File: config.mk
export PLATFORM = sky130hd
export DESIGN_NAME = lrd_ctrl
export DESIGN_NICKNAME = d
export VERILOG_FILES = /design/src/hw/lrd_pkg.sv /design/src/hw/lrd_ctrl.sv
export VERILOG_INCLUDE_DIRS = /design/src /design/src/hw
export SDC_FILE = /design/constraint.sdc
export NUM_CORES = 1
export LEC_CHECK = 0
export BUFFER_PORTS_ARGS = -buffer_cell sky130_fd_sc_hd__buf_2
export CORE_MARGIN = 10
export CORE_UTILIZATION = 51
export CTS_CLUSTER_SIZE = 10
export DETAILED_ROUTE_END_ITERATION = 16
export HOLD_SLACK_MARGIN = 0.1
export PLACE_DENSITY = 0.83
export SLEW_MARGIN = 20
export SYNTH_ARGS = -nofsm -noshare
export SYNTH_HDL_FRONTEND = slang
export SYNTH_SLANG_ARGS = --single-unit
export TNS_END_PERCENT = 1
File: constraint.sdc
create_clock -name sys_clk -period 2.4 [get_ports sys_clk]
set_input_delay 0.24 -clock sys_clk [delete_from_list [all_inputs] [get_ports sys_clk]]
set_output_delay 0.24 -clock sys_clk [all_outputs]
set_load 0.05 [all_outputs]
File: src/hw/lrd_cfg.svh
// Constants of the ladder reference control block
`ifndef LRD_CFG_SVH
`define LRD_CFG_SVH

`define LRD_LEVEL_W      5
`define LRD_LEVEL_COUNT  32
`define LRD_LEVEL_RST    5'h00
`define LRD_UPSEL_SUPPLY 2'h0
`define LRD_UPSEL_EXT    2'h1
`define LRD_UPSEL_FIXED  2'h2
`define LRD_UPSEL_RSVD   2'h3
`define LRD_LOSEL_GROUND 1'h0
`define LRD_LOSEL_EXT    1'h1
`define LRD_ENABLE_RST   1'h0
`define LRD_OE_RST       2'h0
`define LRD_UPSEL_RST    2'h0
`define LRD_LOSEL_RST    1'h0

`endif

File: src/hw/lrd_pkg.sv
// Types of the ladder reference control block
`include "lrd_cfg.svh"
package lrd_pkg;

    // Upper ladder source, decoded
    typedef enum logic [1:0] {
        LRD_UP_SUPPLY,
        LRD_UP_EXT,
        LRD_UP_FIXED_REF,
        LRD_UP_NONE
    } lrd_upper_t;

    // Software control word
    typedef struct packed {
        logic       enable;
        logic [1:0] pin_output_enable;
        logic [1:0] positive_source_select;
        logic       negative_source_select;
        logic [4:0] level_select_field;
    } lrd_ctrl_t;

    // Analog switch controls toward the ladder
    typedef struct packed {
        logic        ladder_on;
        logic [31:0] tap_select;
        logic        upper_supply;
        logic        upper_ext;
        logic        upper_fixed_ref;
        logic        lower_ext;
        logic        lower_ground;
    } lrd_ladder_t;

    // Per-pin override controls
    typedef struct packed {
        logic [1:0] analog_connect;
        logic [1:0] digital_driver_off;
        logic [1:0] pullup_off;
        logic [1:0] input_detect_off;
    } lrd_pin_t;

endpackage

File: src/hw/lrd_ctrl.sv
// Control logic of the 5-bit resistor-ladder reference
`timescale 1ns/1ps
`include "lrd_cfg.svh"
module lrd_ctrl (
    input  wire logic              sys_clk,
    input  wire logic              rst,
    input  wire logic              ctrl_write,
    input  wire lrd_pkg::lrd_ctrl_t ctrl_in,
    input  wire logic              sleep_wake,
    input  wire logic [1:0]        pin_digital_in,
    input  wire logic              ladder_to_comparator,
    input  wire logic              ladder_to_adc,
    output lrd_pkg::lrd_ctrl_t     ctrl_state,
    output lrd_pkg::lrd_ladder_t   ladder,
    output lrd_pkg::lrd_pin_t      pin_ctrl,
    output logic [1:0]             pin_read,
    output logic                   comparator_ref_sel,
    output logic                   adc_channel_sel,
    output logic                   source_reserved
);
    import lrd_pkg::*;

    ////////////////////////////////////////////////////////////////////////
    // Registers and decode helpers

    // Software control word, the only state that software writes
    lrd_ctrl_t   ctrl;

    // Two-stage synchroniser of the raw pin levels
    logic [1:0]  pin_sync1;
    logic [1:0]  pin_sync2;

    // Upper source decode; reserved code gives no source
    function automatic lrd_upper_t decode_upper(input logic [1:0] sel);
        case (sel)
            `LRD_UPSEL_SUPPLY: decode_upper = LRD_UP_SUPPLY;
            `LRD_UPSEL_EXT:    decode_upper = LRD_UP_EXT;
            `LRD_UPSEL_FIXED:  decode_upper = LRD_UP_FIXED_REF;
            default:           decode_upper = LRD_UP_NONE;
        endcase
    endfunction

    // Lower source decode; external pin or ground, never both
    function automatic logic lower_is_ext(input logic sel);
        lower_is_ext = sel == `LRD_LOSEL_EXT;
    endfunction

    // Level code to one-hot ladder tap
    function automatic logic [31:0] tap_of(input logic [4:0] code);
        tap_of = 32'h00000001 << code;
    endfunction

    ////////////////////////////////////////////////////////////////////////
    // Control register; wake has no effect on it

    // Loaded whole on a write strobe, cleared on reset
    always_ff @(posedge sys_clk)
    begin
        if (rst)
        begin
            ctrl.enable                 <= `LRD_ENABLE_RST;
            ctrl.pin_output_enable      <= `LRD_OE_RST;
            ctrl.positive_source_select <= `LRD_UPSEL_RST;
            ctrl.negative_source_select <= `LRD_LOSEL_RST;
            ctrl.level_select_field     <= `LRD_LEVEL_RST;
        end
        else if (ctrl_write)
        begin
            // Sleep and wake never reach this register
            ctrl <= ctrl_in;
        end
    end

    ////////////////////////////////////////////////////////////////////////
    // Ladder switch controls

    // Power, tap and source switches toward the analog ladder
    always_ff @(posedge sys_clk)
    begin
        if (rst)
        begin
            // Everything open while in reset
            ladder.ladder_on       <= 1'h0;
            ladder.tap_select      <= 32'h00000000;
            ladder.upper_supply    <= 1'h0;
            ladder.upper_ext       <= 1'h0;
            ladder.upper_fixed_ref <= 1'h0;
            ladder.lower_ext       <= 1'h0;
            ladder.lower_ground    <= 1'h0;
        end
        else
        begin
            // Converter and tap live only while enabled
            ladder.ladder_on <= ctrl.enable;
            ladder.tap_select <= ctrl.enable ? tap_of(ctrl.level_select_field)
                                             : 32'h00000000;
            // Upper end: exactly one source, none on the reserved code
            ladder.upper_supply <= decode_upper(ctrl.positive_source_select)
                                   == LRD_UP_SUPPLY;
            ladder.upper_ext <= decode_upper(ctrl.positive_source_select)
                                == LRD_UP_EXT;
            ladder.upper_fixed_ref <= decode_upper(ctrl.positive_source_select)
                                      == LRD_UP_FIXED_REF;
            // Lower end: external pin or ground
            ladder.lower_ext <= lower_is_ext(ctrl.negative_source_select);
            ladder.lower_ground <= !lower_is_ext(ctrl.negative_source_select);
        end
    end

    ////////////////////////////////////////////////////////////////////////
    // Reserved upper select flag

    // Flags the code that leaves the ladder top unconnected
    always_ff @(posedge sys_clk)
    begin
        if (rst)
        begin
            source_reserved <= 1'h0;
        end
        else
        begin
            source_reserved <= decode_upper(ctrl.positive_source_select)
                               == LRD_UP_NONE;
        end
    end

    ////////////////////////////////////////////////////////////////////////
    // Pin overrides, independent of the converter enable

    // Pins stay analog even while the converter is off
    always_ff @(posedge sys_clk)
    begin
        if (rst)
        begin
            pin_ctrl <= '0;
        end
        else
        begin
            // Analog switch from the ladder to the pin
            pin_ctrl.analog_connect     <= ctrl.pin_output_enable;
            // Digital functions released on analog pins
            pin_ctrl.digital_driver_off <= ctrl.pin_output_enable;
            pin_ctrl.pullup_off         <= ctrl.pin_output_enable;
            pin_ctrl.input_detect_off   <= ctrl.pin_output_enable;
        end
    end

    ////////////////////////////////////////////////////////////////////////
    // Pin read path: synchronise, then mask analog pins

    // Two flops against metastability on the raw pin levels
    always_ff @(posedge sys_clk)
    begin
        if (rst)
        begin
            pin_sync1 <= 2'h0;
            pin_sync2 <= 2'h0;
        end
        else
        begin
            pin_sync1 <= pin_digital_in;
            pin_sync2 <= pin_sync1;
        end
    end

    // Analog pins read zero; detector is off there
    always_ff @(posedge sys_clk)
    begin
        if (rst)
        begin
            pin_read <= 2'h0;
        end
        else
        begin
            pin_read <= pin_sync2 & ~ctrl.pin_output_enable;
        end
    end

    ////////////////////////////////////////////////////////////////////////
    // Internal reference routing

    // Ladder output onto the comparator positive input
    always_ff @(posedge sys_clk)
    begin
        if (rst)
        begin
            comparator_ref_sel <= 1'h0;
        end
        else
        begin
            comparator_ref_sel <= ladder_to_comparator;
        end
    end

    // Ladder output onto a converter input channel
    always_ff @(posedge sys_clk)
    begin
        if (rst)
        begin
            adc_channel_sel <= 1'h0;
        end
        else
        begin
            adc_channel_sel <= ladder_to_adc;
        end
    end

    ////////////////////////////////////////////////////////////////////////
    // Control word readback

    // Registered copy so the port comes from a flop
    always_ff @(posedge sys_clk)
    begin
        if (rst)
        begin
            ctrl_state <= '0;
        end
        else
        begin
            ctrl_state <= ctrl;
        end
    end

endmodule

**Yosys cells after proc, flatten, opt, wreduce, memory -nomap -nowiden**

Cells that the tools add are included.

- Equal/unequal tests: 5
- Shifts and indexed selects: 1
- Mux-type cells: 2
- Bitwise gates (word level): 3
- Reduce and logical (&&, ||, !) cells: 4

Operators with widths:

| cell | count |
|---|---|
| $shl A1 B5 Y32 const A | 1 |
| $eq A2 B2 Y1 const B | 3 |
| $pmux W2 S3 | 1 |
| $eq A2 B1 Y1 const B | 2 |
| $logic_not A2 Y1 | 2 |
| $and A2 B2 Y2 | 1 |
| $mux W2 | 1 |
| $not A2 Y2 | 1 |
| $reduce_or A2 Y1 | 1 |
| $logic_not A1 Y1 | 1 |
| $not A1 Y1 | 1 |

- Flip-flop bits (word level): 67
- Bits of input ports: 19
- Output and inout bits: 62
- Logic and storage cells: 36

**Longest topological paths before layout**

- Word-level depth: 4
- Gate-level depth with buffers: 5
- Depth with buffers taken out: 2

**Worst setup path after synthesis**

OpenSTA, ideal clock, no wires.

- Path kind: flip-flop to output port
- Start: register, netlist name ctrl_state[8]
- End: output port pin_ctrl[0] (netlist name)
- Arrival: 0.954 ns
- Data required time: 2.160 ns
- Slack: 1.206 ns
- Stages on the path, launching flop included: 2
- Buffers on the path: 1
- Path through: dfxtp_1 buf_4

RTL lines:

| element | line | source |
|---|---|---|
| to (decl) | lrd_ctrl.sv:15 | `output lrd_pkg::lrd_pin_t pin_ctrl,` |

**Final worst setup path**

- Start: register ctrl[2] (netlist name)
- End: register ladder[25] (netlist name)

- Longest elaborated chain between the ends: 1

RTL lines:

| element | line | source |
|---|---|---|
| from (decl) | lrd_ctrl.sv:27 | `lrd_ctrl_t ctrl;` |
| from (signal assigned) | lrd_ctrl.sv:70 | `ctrl <= ctrl_in;` |
| $shl A1 B5 Y32 | lrd_ctrl.sv:50 | `tap_of = 32'h00000001 << code;` |
| to (decl) | lrd_ctrl.sv:14 | `output lrd_pkg::lrd_ladder_t ladder,` |

Every way passes these cells.
A chain may end at the register's enable or synchronous reset.

==> flow_summary.toml <==
[sta]
fin_crit_sh_pct = 60.65
worst_slack_ns = 0.9445
min_period_ns = 1.456
tightest_slew_ns = 0.6520
max_slew_margin_pct = 56.40
maxSlewViolCount = 0
hold_violations = 0
fin_skew_ns = 0.004860
setup-tns-final_ns = 0
fmax_mhz = 687.0
grt_setup_unrepaired = "false"
finalSetupViolCount = 0

[floorplan]
dieArea_um2 = 7067
num_rows = 23
core_area_um2 = 4000
start_util_pct = 52.33
die_h_um = 84.07
io_pins = 81
fp.dieW_um = 84.07

[worst_hold_path]
holdCritPathClass = "in2reg"

[clock_network]
cts_hold_buf = 0
numCtsBuffers = 9
ctsResizeCount = 0
cts-root-buf = "clkbuf_8"
htreeDepth = 3
clock_path_buffers = 2
cts_tree = "done"
clock_sinks = 67
post_cts_buffers = 0
clock_latency_ns = 0.33
path_clk_slew_ns = 0.07

[placed_design]
numPortBuffers = 79
place_ws_ns = 1.012
post-dp-hpwl_um = 3024
gp_congestion = 0.6827

[worst_setup_path]
rrSetupSlack_ns = 0.94
arrival_ns = 1.70
crit_type = "reg2reg"
start_kind = "flop"
critPathRequiredTime_ns = 2.65
critical_path_peak_fanout = 20
crit_path_end_kind = "flop"

[synth]
yosysUniqueCellTypes = 21
ys_seq_area_share_pct = 64.08
synth.cell_area_um2 = 2093
synthesis.nets = 207
synthesis.instances = 188
ys.warnings.count = 0
ys_seq_elements = 67
avgSynthCellArea_um2 = 11.13

[power_and_ir_drop]
power_leakage_nw = 1.257
power_density_nw_per_um2 = 933.2
ir_drop_mv = 0.5011

[grt]
antenna_found_initial = 0
grt_overflow = 0
grt_pass1_wl_um = 7251
grt_max_degree = 32
grt_use_total_pct = 12.83
grt_pass1_vias = 1437

[cells_and_area]
fin_util_pct = 66.28
drive_gt1_share_pct = 37.31
diodes = 0
nets = 274
syn2layout_area_growth_pct = 26.66

[job]
drv_cap = 0

[detailed_routing]
drt_iter0_drc = 79
vias = 1449
firstDrtPassIters = 4
viasPerCell = 4.674
ant_nets = 0
drc = 0
wl_um = 4325
wire_per_inst_um = 13.95

[run_status]
status = "finished, final reports clean"
Yosys cell counts:
| library cell | n | share of area (%) |
|---|---|---|
| nand4b_1 | 4 | 1.7 |
| buf_6 | 3 | 1.6 |
| or3b_1 | 1 | 0.42 |
| nor2_1 | 36 | 6.5 |
| nand3b_1 | 1 | 0.36 |
| nand4_1 | 1 | 0.30 |
| mux2i_1 | 11 | 5.3 |
| or4b_1 | 4 | 1.9 |
| nand2b_1 | 2 | 0.60 |
| and2_1 | 1 | 0.30 |
| nor3b_1 | 3 | 1.1 |
| nand2_1 | 2 | 0.36 |
| nor2b_1 | 18 | 5.4 |
| nor4_1 | 4 | 1.2 |
| nor3_1 | 5 | 1.2 |
| buf_4 | 10 | 3.6 |
| clkbuf_1 | 5 | 0.90 |
| dfxtp_1 | 67 | 64 |
| or2_2 | 1 | 0.30 |
| buf_2 | 6 | 1.4 |
| nand4bb_1 | 3 | 1.6 |
stage by stage:
stage	std cells	area, um^2	hold WS, ns	total power (W)
2_1_floorplan	188	2093	0.3682	0.001334
4_1_cts	310	2651	0.1012	0.002496
3_3_place_gp	294	2401	0.4168	0.001366
5_1_grt	310	2651	0.1221	0.002564
3_5_place_dp	294	2401	0.4279	0.001369
6_report	310	2651	0.1161	0.002474
registers in the layout, summed over array words and instances (netlist names):
signal and flops:
adc_channel_sel 1, pin_read 2, comparator_ref_sel 1, source_reserved 1
ctrl 11, pin_sync2 2, pin_sync1 2, ladder 36
ctrl_state 11
cell families (layout without fill, tap and decap cells):
logic type / count (synthesis) / count (layout) / synth area share [%]
DFF: 67 / 67 / 64.08
muxes: 11 / 11 / 5.260
and+or+nand+nor: 86 / 86 / 23.13
buffers and inverters: 24 / 96 / 7.531
worst paths after layout:
path,to,cells past startpoint,from
max,ladder[25],2,ctrl[2]
min,adc_channel_sel,2,ladder_to_adc
max reg2reg,ladder[25],2,ctrl[2]
min reg2reg,ladder[0],1,ctrl[5]
power by group:
group	internal [W]	leakage (nW)	switching (W)	total, W
Sequential	0.00114	0.546	0.0000293	0.00117
Combinational	0.0000535	0.585	0.000119	0.000172
Clock	0.000720	0.126	0.000412	0.00113
layout make-up:
type	count	area [um^2]
fillers	312	1349
flip-flops and latches	67	1341
multi-input cells	97	594.3
repair buffers	80	402.9
clock buffers	10	137.6
clock inverters	6	112.6
well taps	50	62.56
critical path, cell delays in order, from the launching register on:
cell and delay [ns]:
dfxtp_1 0.73, or4b_1 0.53, nor2_1 0.12
cell usage in the layout, fill, tap and decap left out, drive strengths merged:
master   netlist  final
nand2          2      2
nor3b          3      3
nor2b         18     18
or4b           4      4
dfxtp         67     67
nand4bb        3      3
bufinv         0      3
buf           19     80
nor2          36     36
or3b           1      1
or2            1      1
clkbuf         5     10
and2           1      1
nor3           5      5
clkinv         0      3
mux2i         11     11
nor4           4      4
nand4          1      1
nand4b         4      4
nand3b         1      1
nand2b         2      2
routing by layer:
layer | track usage [%] | up-vias | routed length [um]
met4 | 5.936 | 0 | 42
li1 | - | 735 | -
met3 | 8.691 | 5 | 562
met5 | 0 | - | 0
met1 | 12.82 | 648 | 1759
met2 | 20.06 | 61 | 1960
No activity file was read; power rests on OpenSTA's default activity.
